--- config.mk ---
export PLATFORM = sky130hd
export DESIGN_NAME = fbsr_top
export DESIGN_NICKNAME = d
export VERILOG_FILES = /design/src/fbsr_pkg.sv /design/src/fbsr_fifo.sv /design/src/fbsr_top.sv
export SDC_FILE = /design/constraint.sdc
export NUM_CORES = 1
export LEC_CHECK = 0
export ABC_AREA = 1
export BUFFER_PORTS_ARGS = -buffer_cell sky130_fd_sc_hd__buf_2
export CAP_MARGIN = 20
export CORE_MARGIN = 2
export CORE_UTILIZATION = 25
export CTS_CLUSTER_SIZE = 30
export DETAILED_ROUTE_END_ITERATION = 10
export GPL_ROUTABILITY_DRIVEN = 0
export HOLD_SLACK_MARGIN = 0.06
export PLACE_DENSITY = 0.37
export REMOVE_ABC_BUFFERS = 1
export SYNTH_ARGS = -nofsm -noshare
export SYNTH_HDL_FRONTEND = slang
export SYNTH_SLANG_ARGS = --single-unit
--- constraint.sdc ---
create_clock -name clock_i -period 3.6 [get_ports clock_i]
set_clock_uncertainty 0.1 [all_clocks]
set_input_delay 0 -clock clock_i [delete_from_list [all_inputs] [get_ports clock_i]]
set_output_delay 0 -clock clock_i [all_outputs]
set_load 0.05 [all_outputs]
--- src/fbsr_pkg.sv ---
package fbsr_pkg;

   localparam int unsigned FBSR_STAGES     = 4;
   localparam int unsigned FBSR_FIFO_DEPTH = 32;
   localparam int unsigned FBSR_FIFO_AW    = 5;

   localparam logic [3:0] FBSR_STAGE_RST = 4'h0;
   localparam logic       FBSR_INV_RST   = 1'b1;
   localparam logic       FBSR_CLK_RST   = 1'b0;

   typedef enum logic [1:0] {
      FBSR_MODE_HOLD,
      FBSR_MODE_LOAD,
      FBSR_MODE_SHIFT
   } fbsr_mode_e;

   // Mode select: shift enable wins over parallel load enable
   function automatic fbsr_mode_e fbsr_mode(input logic shift_en, input logic load_en);
      if (shift_en) begin
         return FBSR_MODE_SHIFT;
      end else if (load_en) begin
         return FBSR_MODE_LOAD;
      end
      return FBSR_MODE_HOLD;
   endfunction

   // Next stage word for one clock event
   function automatic logic [3:0] fbsr_next(input fbsr_mode_e mode,
                                            input logic [3:0] cur,
                                            input logic       ser,
                                            input logic [3:0] par);
      case (mode)
         FBSR_MODE_SHIFT: return {cur[2:0], ser};
         FBSR_MODE_LOAD:  return par;
         FBSR_MODE_HOLD:  return cur;
         default:         return cur;
      endcase
   endfunction

endpackage

--- src/fbsr_fifo.sv ---
`timescale 1ns/1ns
`default_nettype none

module fbsr_fifo #(
   parameter int unsigned WIDTH = 4,
   parameter int unsigned DEPTH = 32,
   parameter int unsigned AW    = 5
) (
   input  wire logic             clock_i,
   input  wire logic             reset_n_i,
   input  wire logic             in_valid_i,
   output logic                  in_ready_o,
   input  wire logic [WIDTH-1:0] in_data_i,
   output logic                  out_valid_o,
   input  wire logic             out_ready_i,
   output logic      [WIDTH-1:0] out_data_o
);

   logic [WIDTH-1:0] mem_q [DEPTH];
   logic [AW-1:0]    wr_ptr_q;
   logic [AW-1:0]    rd_ptr_q;
   logic [AW:0]      count_q;
   logic             head_valid_q;
   logic [WIDTH-1:0] head_q;

   wire logic push;
   wire logic pop;
   wire logic head_free;

   assign head_free   = !head_valid_q || out_ready_i;
   assign in_ready_o  = count_q != (AW + 1)'(DEPTH);
   assign push        = in_valid_i && in_ready_o;
   assign pop         = (count_q != '0) && head_free;
   assign out_valid_o = head_valid_q;
   assign out_data_o  = head_q;

   always_ff @(posedge clock_i) begin
      if (push) begin
         mem_q[wr_ptr_q] <= in_data_i;
      end
   end

   always_ff @(posedge clock_i or negedge reset_n_i) begin
      if (!reset_n_i) begin
         wr_ptr_q <= '0;
         rd_ptr_q <= '0;
         count_q  <= '0;
      end else begin
         if (push) begin
            wr_ptr_q <= AW'((wr_ptr_q + 1'b1) % DEPTH);
         end
         if (pop) begin
            rd_ptr_q <= AW'((rd_ptr_q + 1'b1) % DEPTH);
         end
         count_q <= count_q + (AW + 1)'(push) - (AW + 1)'(pop);
      end
   end

   always_ff @(posedge clock_i or negedge reset_n_i) begin
      if (!reset_n_i) begin
         head_valid_q <= 1'b0;
         head_q       <= '0;
      end else if (pop) begin
         head_valid_q <= 1'b1;
         head_q       <= mem_q[rd_ptr_q];
      end else if (out_ready_i) begin
         head_valid_q <= 1'b0;
      end
   end

endmodule

`default_nettype wire

--- src/fbsr_top.sv ---
// Contract
// - Four storage stages, each driven on its own parallel output.
// - Stages change only on falling edge of the stage clock, except clearing.
// - Low master clear forces stages low at once, inverted output high.
// - Shift enable high: serial input to stage zero, stages move right.
// - Shift enable low: load parallel inputs if load enable high, else hold.
// - Extra output is always the inverse of stage three.
`timescale 1ns/1ns
`default_nettype none

module fbsr_top
   import fbsr_pkg::*;
(
   input  wire logic       clock_i,
   input  wire logic       reset_n_i,
   input  wire logic       falling_edge_clock_i,
   input  wire logic       master_clear_n_i,
   input  wire logic       shift_enable_i,
   input  wire logic       parallel_load_enable_i,
   input  wire logic       serial_in_i,
   input  wire logic [3:0] parallel_in_i,
   output logic      [3:0] stage_out_o,
   output logic            last_stage_inverted_o,
   output logic            stream_valid_o,
   input  wire logic       stream_ready_i,
   output logic      [3:0] stream_data_o
);

   logic       clk_prev_q;
   logic       pend_q;
   logic       pend_d;
   fbsr_mode_e mode_q;
   logic       ser_q;
   logic [3:0] par_q;
   logic [3:0] stage_q;
   logic [3:0] stage_d;
   logic       inv_q;
   logic       fifo_valid_q;
   logic [3:0] fifo_data_q;
   logic       out_valid_q;
   logic [3:0] out_data_q;

   wire logic       clear_n;
   wire logic       fall;
   wire logic       fifo_ready;
   wire logic       apply;
   wire logic       fifo_out_valid;
   wire logic [3:0] fifo_out_data;
   wire logic       out_take;

   // Combined asynchronous clear
   assign clear_n  = reset_n_i && master_clear_n_i;
   // High-to-low transition of the stage clock
   assign fall     = clk_prev_q && !falling_edge_clock_i;
   // A captured event is applied once the stream can accept its word
   assign apply    = pend_q && !fifo_valid_q;
   assign stage_d  = fbsr_next(mode_q, stage_q, ser_q, par_q);
   assign pend_d   = fall || (pend_q && !apply);
   assign out_take = !out_valid_q || stream_ready_i;

   always_ff @(posedge clock_i or negedge reset_n_i) begin
      if (!reset_n_i) begin
         clk_prev_q <= FBSR_CLK_RST;
      end else begin
         clk_prev_q <= falling_edge_clock_i;
      end
   end

   // Controls sampled only at the falling edge
   always_ff @(posedge clock_i or negedge clear_n) begin
      if (!clear_n) begin
         pend_q <= 1'b0;
         mode_q <= FBSR_MODE_HOLD;
         ser_q  <= 1'b0;
         par_q  <= FBSR_STAGE_RST;
      end else begin
         pend_q <= pend_d;
         if (fall) begin
            mode_q <= fbsr_mode(shift_enable_i, parallel_load_enable_i);
            ser_q  <= serial_in_i;
            par_q  <= parallel_in_i;
         end
      end
   end

   // Four stages and the inverted last stage
   always_ff @(posedge clock_i or negedge clear_n) begin
      if (!clear_n) begin
         stage_q <= FBSR_STAGE_RST;
         inv_q   <= FBSR_INV_RST;
      end else if (apply) begin
         stage_q <= stage_d;
         inv_q   <= !stage_d[3];
      end
   end

   // Word handed to the FIFO; a full FIFO stalls further events
   always_ff @(posedge clock_i or negedge reset_n_i) begin
      if (!reset_n_i) begin
         fifo_valid_q <= 1'b0;
         fifo_data_q  <= FBSR_STAGE_RST;
      end else if (apply) begin
         fifo_valid_q <= 1'b1;
         fifo_data_q  <= stage_d;
      end else if (fifo_ready) begin
         fifo_valid_q <= 1'b0;
      end
   end

   fbsr_fifo #(
      .WIDTH (FBSR_STAGES),
      .DEPTH (FBSR_FIFO_DEPTH),
      .AW    (FBSR_FIFO_AW)
   ) u_fifo (
      .clock_i     (clock_i),
      .reset_n_i   (reset_n_i),
      .in_valid_i  (fifo_valid_q),
      .in_ready_o  (fifo_ready),
      .in_data_i   (fifo_data_q),
      .out_valid_o (fifo_out_valid),
      .out_ready_i (out_take),
      .out_data_o  (fifo_out_data)
   );

   // Registered stream output stage
   always_ff @(posedge clock_i or negedge reset_n_i) begin
      if (!reset_n_i) begin
         out_valid_q <= 1'b0;
         out_data_q  <= FBSR_STAGE_RST;
      end else if (out_take) begin
         out_valid_q <= fifo_out_valid;
         out_data_q  <= fifo_out_data;
      end
   end

   assign stage_out_o           = stage_q;
   assign last_stage_inverted_o = inv_q;
   assign stream_valid_o        = out_valid_q;
   assign stream_data_o         = out_data_q;

endmodule

`default_nettype wire

======== Yosys cells after proc, flatten, opt, wreduce, memory -nomap -nowiden ========
Memory sizes are Yosys's and may differ from the RTL's. A register that Yosys moved wholly into a read port is not among the register bits.
Index checks and enable logic that the tools add are counted.
operators by class
  equality and inequality tests ........... 3
  muxes and demuxes ....................... 13
  reductions and logical operators ........ 19
  add/subtract/negate cells ............... 4
operator list
  cell                   count
  $add A5 B1 Y5 const B  2
  $mux W1                9
  $pmux W4 S2            1
  $logic_not A1 Y1       7
  $add A6 B1 Y6          1
  $logic_and A1 B1 Y1    6
  $mux W2                3
  $ne A6 B6 Y1 const B   1
  $reduce_bool A6 Y1     1
  $sub A6 B1 Y6          1
  $reduce_bool A2 Y1     2
  $logic_or A1 B1 Y1     3
  $eq A2 B1 Y1 const B   1
  $eq A2 B2 Y1 const B   1
storage, ports and cells
  bits of input ports ..................... 12
  memory bits (writable) .................. 128
  memories ................................ 1
  register bits ........................... 41
memories
  memory        words  bits a word  rd ports  clocked after Yosys merged registers in  wr ports  RTL line         text
  u_fifo.mem_q  32     4            1         1                                        1         fbsr_fifo.sv:19  logic [WIDTH-1:0] mem_q [DEPTH];

======== Longest topological paths before layout ========
  depth after elaboration ................. 5
  mapped depth ............................ 14
  mapped depth without buffers ............ 14

======== Cells and area by module ========
A second synthesis with hierarchy kept.
unflattened totals
  cell total of the unflattened synthesis .. 758
  area, all modules ....................... 7637.3 sq um
modules (own cells, without submodules)
  module     cells an instance  instances  area each (sq um)  seq. area each (sq um)
  fbsr_fifo  641                1          6628.9             4369.2
  fbsr_top   117                1          1008.5             601.8

======== Worst setup path after synthesis ========
No wires, ideal clock.
  path type ............................... flip-flop to flip-flop
  start point ............................. register out_valid_q (netlist: stream_valid_o)
  end point ............................... register u_fifo.count_q[4]
  cell stages (with the launch flop) ...... 13
  setup time .............................. 0.131 ns
  data arrival time ....................... 2.445 ns
  data required time ...................... 3.369 ns
  period minus slack after synthesis ...... 2.676 ns
  path slack .............................. 0.924 ns
  cells stage by stage .................... dfrtp_1 -> inv_1 -> nor2_4 -> nand2_1 -> nand2_2 -> inv_2 -> ha_1 -> inv_1 -> ha_1 -> fa_1 -> a21oi_1 -> o21ai_0 -> xor2_1
on the way
  word-level cells in the longest chain between the ends .. 5
ends and longest elaborated chain
  item                    RTL line         text
  from (decl)             fbsr_top.sv:40   logic out_valid_q;
  from (signal assigned)  fbsr_top.sv:131  out_valid_q <= fifo_out_valid;
  $logic_not A1 Y1        fbsr_top.sv:59   assign out_take = !out_valid_q || stream_ready_i;
  $logic_or A1 B1 Y1      fbsr_top.sv:59
  $logic_or A1 B1 Y1      fbsr_fifo.sv:30  assign head_free = !head_valid_q || out_ready_i;
  $logic_and A1 B1 Y1     fbsr_fifo.sv:33  assign pop = (count_q != '0) && head_free;
  via u_fifo.pop          fbsr_fifo.sv:27  wire logic pop;
  $sub A6 B1 Y6           fbsr_fifo.sv:55  count_q <= count_q + (AW + 1)'(push) - (AW + 1)'(pop);
  to (signal assigned)    fbsr_fifo.sv:55
  to (decl)               fbsr_fifo.sv:22  logic [AW:0] count_q;
The timed path passes the listed nets, and every way through them passes these cells.
A chain may end at the register's enable or synchronous reset.

======== Worst setup path after layout ========
  start point ............................. register u_fifo.count_q[2]
  end point ............................... register u_fifo.count_q[4]
on the way
  elaborated cells between the ends (all ways) .. 6
RTL lines
  item                 RTL line
  $reduce_bool A6 Y1   fbsr_fifo.sv:33
  $logic_and A1 B1 Y1  fbsr_fifo.sv:33
  via u_fifo.pop       fbsr_fifo.sv:27
  $sub A6 B1 Y6        fbsr_fifo.sv:55
The timed path passes the listed nets, and every way through them passes these cells.

==> metrics.md <==
| Metric | Value |
|---|---|
| Routed Antenna Nets | 0 |
| GRT Resource Usage Total | 0.126 |
| Worst-path fanout max | 8 |
| Fin crit share | 0.715 |
| Pleak | around 3.7 nW |
| Initial antenna violation count | 1 |
| Htree depth | 4 |
| Clk Latency, worst-skew pair | 430 ps |
| # setup viols final | 0 |
| Via count | 4959 |
| Sw Pwr | 2.81 mW |
| Logic pwr share | 0.324 |
| Flop-to-flop setup slack | 1030 ps |
| Residual DRC | 0 |
| Worst EP arrival | 2780 ps |
| Syn. warnings | 0 |
| Worst VDD drop | 0.535 mV |
| Clk pwr share | 0.258 |
| Post-synthesis cell area | 7600 um2 |
| Capture point of the worst reg-to-reg path | u_fifo.count_q[4] |
| Max Cap Viol | 0 |
| Top cells by area, synth | edfxtp_1 (51%), dfrtp_1 (14%), nand2_1 (11%) |
| Grt total ovfl | 0 |
| Synthesis-stage register bit count | 173 |
| CP peak stage delay | 400 ps |
| # rows | 63 |
| Clock sinks | 173 |
| Initial Utilization | 0.255 |
| Final instance area | between 8000 and 9000 um2 |
| Yosys top cell area share | 0.506 |
| Final hold violation count | 0 |
| Die Y-Extent | around 180 um |
| Pre-antenna DRT Iters | 4 |
| # resized after CTS | 0 |
| Vias in the first global route | a little under 5000 |
| Die area | 31800 um2 |
| Switching share of power | 0.398 |
| IO Count | 22 |
| CP delay by family, top | adder cells |
| RSZ-0062 raised after global routing | no |
| Slew @ Worst Pin | 797 ps |
| Slowest stage cell on the critical path | fa_1 |
| Syn Inst Count | 745 |
| R2r startpoint | u_fifo.count_q[2] |
| Avg WL per Cell | 15.9 um |
| N_diodes | 0 |
| Largest net degree at the start of global routing | slightly above 70 |
| Critical Path Sink Type | flop |
| Relative slew slack | 0.469 |
| Cts bufs inserted | 17 |
| Status | complete, no violations |
| Sequential fraction of the synthesis area | 0.654 |
| Avg Inst Size Synth | 10.2 um2 |
| Post-DP HPWL | about 11 mm |
| Synthesis-to-finish area growth | 15.4% |
| Leading area contributor after synthesis | edfxtp_1 |
| CP Capture Point | u_fifo.count_q[4] |
| Die width | approximately 180 um |
| Max Slew Vio Count | 0 |
| Critical path buffer and inverter count | 3 |
| Routed WL | around 19 mm |
| DRT iter0 DRCs | 334 |
| Port bufs | 21 |
| Core Area | a little under 30000 um2 |
| First-pass GRT wire length | 29.2 mm |
| CP Depth | 12 |
| Sequence of cells on the critical path | inv_1, ha_1, nand4_1, nand2_2, inv_2, ha_1, inv_1, ha_1, fa_1, a21oi_1, o21ai_0, xor2_1 |
| CTS tree | yes |
| TNS Setup | 0 ps |
| Final net count | 808 |
| Pwr Density | approximately 800 nW/um2 |
| Root buffer cell | clkbuf_16 |
| Crit path top cell by count | ha_1 |
| Layout cells sized above 1 | 0.0833 |
| Period minus WS final | 2570 ps |
| Hold crit path type | primary input to flop |
| CP required | 3810 ps |
| Worst-case clock buffer depth | 2 |
| Startpoint types | flop |
| Critical path type | flop to flop |
| Crit. Startpoint | u_fifo.count_q[2] |
| Vias per std cell | 4.20 |
| WHS | 126 ps |
| Area post-placement | 8060 um2 |
| Clk slew on worst S/H paths | 70 ps |
| Sequential share of power | 0.418 |
| Max Clk Rate | 389 MHz |
| Post-synthesis cell type count | 26 |
| Pint | 4.25 mW |
| R2R depth | 12 |
==> cell type report <==
type / instances / area [um2]
repair buffers: 39 / 275
well taps: 390 / 488
clock buffers: 18 / 429
multi-input cells: 449 / 2090
inverters: 99 / 374
clock inverters: 14 / 141
flip-flops and latches: 173 / 4980
fillers: 3133 / 21000
==> registers in the layout, indices dropped and copies added, names as in the netlist <==
register               cells
u_fifo.count_q             6
fifo_data_q                4
u_fifo.mem_q             128
stream_valid_o             1
mode_q                     2
fifo_valid_q               1
stream_data_o              4
clk_prev_q                 1
u_fifo.wr_ptr_q            5
u_fifo.out_data_o          4
u_fifo.rd_ptr_q            5
ser_q                      1
pend_q                     1
par_q                      4
u_fifo.out_valid_o         1
last_stage_inverted_o      1
stage_out_o                4
==> worst min-delay path by stage <==
stage | from | endpoint | slack (ps) | cells after the start
floorplan | reset_n_i | clk_prev_q | -400 | 0
global placement | reset_n_i | stream_data_o[3] | -30 | 2
detailed placement | reset_n_i | stream_data_o[3] | -30 | 2
CTS | falling_edge_clock_i | clk_prev_q | 110 | 2
global route | falling_edge_clock_i | clk_prev_q | 120 | 2
finish | falling_edge_clock_i | clk_prev_q | 130 | 2
==> cell families after synthesis <==
group | count (synthesis) | synth area share
adder cells (fa/ha/maj) | 17 | 0.0290
flip-flops | 173 | 0.654
buffers and inverters | 123 | 0.0715
AND/OR/NAND/NOR | 379 | 0.204
AO/OA/AOI/OAI | 41 | 0.0275
XOR/XNOR | 12 | 0.0138
==> cells in the mapped netlist <==
cell type  instances
nand2_1          223
edfxtp_1         128
inv_1             92
nand3_1           84
nor2_1            64
dfrtp_1           44
o21ai_0           22
a21oi_1           16
ha_1              16
xor2_1            12
buf_2              9
buf_4              6
buf_6              6
clkinv_1           4
nand4_1            4
o22ai_1            3
clkbuf_1           2
inv_2              2
buf_1              1
dfstp_2            1
fa_1               1
inv_4              1
nand2_2            1
nor2_4             1
nor3_1             1
or2_2              1
==> repair_timing <==
action                                 in CTS  in global routing
endpoints found under the hold margin      65                  0
setup buffers                               0                  0
hold buffers                               14                  0
==> cell usage in the layout, fill, tap and decap left out <==
master,instances
nand2_1,223
edfxtp_1,128
inv_1,92
nand3_1,84
nor2_1,64
dfrtp_1,40
o21ai_0,22
buf_2,21
clkbuf_16,17
a21oi_1,16
ha_1,16
dlygate4sd3_1,14
xor2_1,12
clkinv_1,5
nand4_1,4
dfrtp_2,4
buf_4,4
o22ai_1,3
clkinv_2,3
clkinvlp_4,3
inv_6,3
inv_2,2
bufinv_16,2
nor2_4,1
nand2_2,1
nor3_1,1
inv_4,1
or2_2,1
fa_1,1
clkinv_4,1
clkbuf_1,1
clkinvlp_2,1
dfstp_2,1
==> power groups by stage <==
stage                     Clock, mW  Sequential [mW]  Combinational [mW]
after global placement            0             3.00                2.36
final                          1.82             2.95                2.29
after global routing           1.95             3.01                2.63
after floorplan                   0             3.12                1.27
after detailed placement          0             3.01                2.34
after CTS                      1.87             2.97                2.37
==> per-layer routing <==
layer,global-route usage,share of wire
met5,0,0
met4,0.0386,0.012
met3,0.0224,0.022
met2,0.198,0.47
met1,0.175,0.50
==> through the flow <==
step           power, mW  std cells  setup slack [ps]  utilization
3_3_place_gp        5.36       1136              1040        0.270
3_5_place_dp        5.35       1136               990        0.270
5_1_grt             7.58       1182               796        0.294
2_1_floorplan       4.39        721               924            -
6_report            7.06       1182              1030        0.294
4_1_cts             7.21       1182               978        0.294
==> worst reg2reg max path, stage by stage (launching register included) <==
cell and delay (ps):
dfrtp_1 380, inv_1 90, ha_1 170, nand4_1 130, nand2_2 170, inv_2 100
ha_1 280, inv_1 40, ha_1 210, fa_1 400, a21oi_1 140, o21ai_0 100
xor2_1 150
No activity file was read; power rests on OpenSTA's default activity.
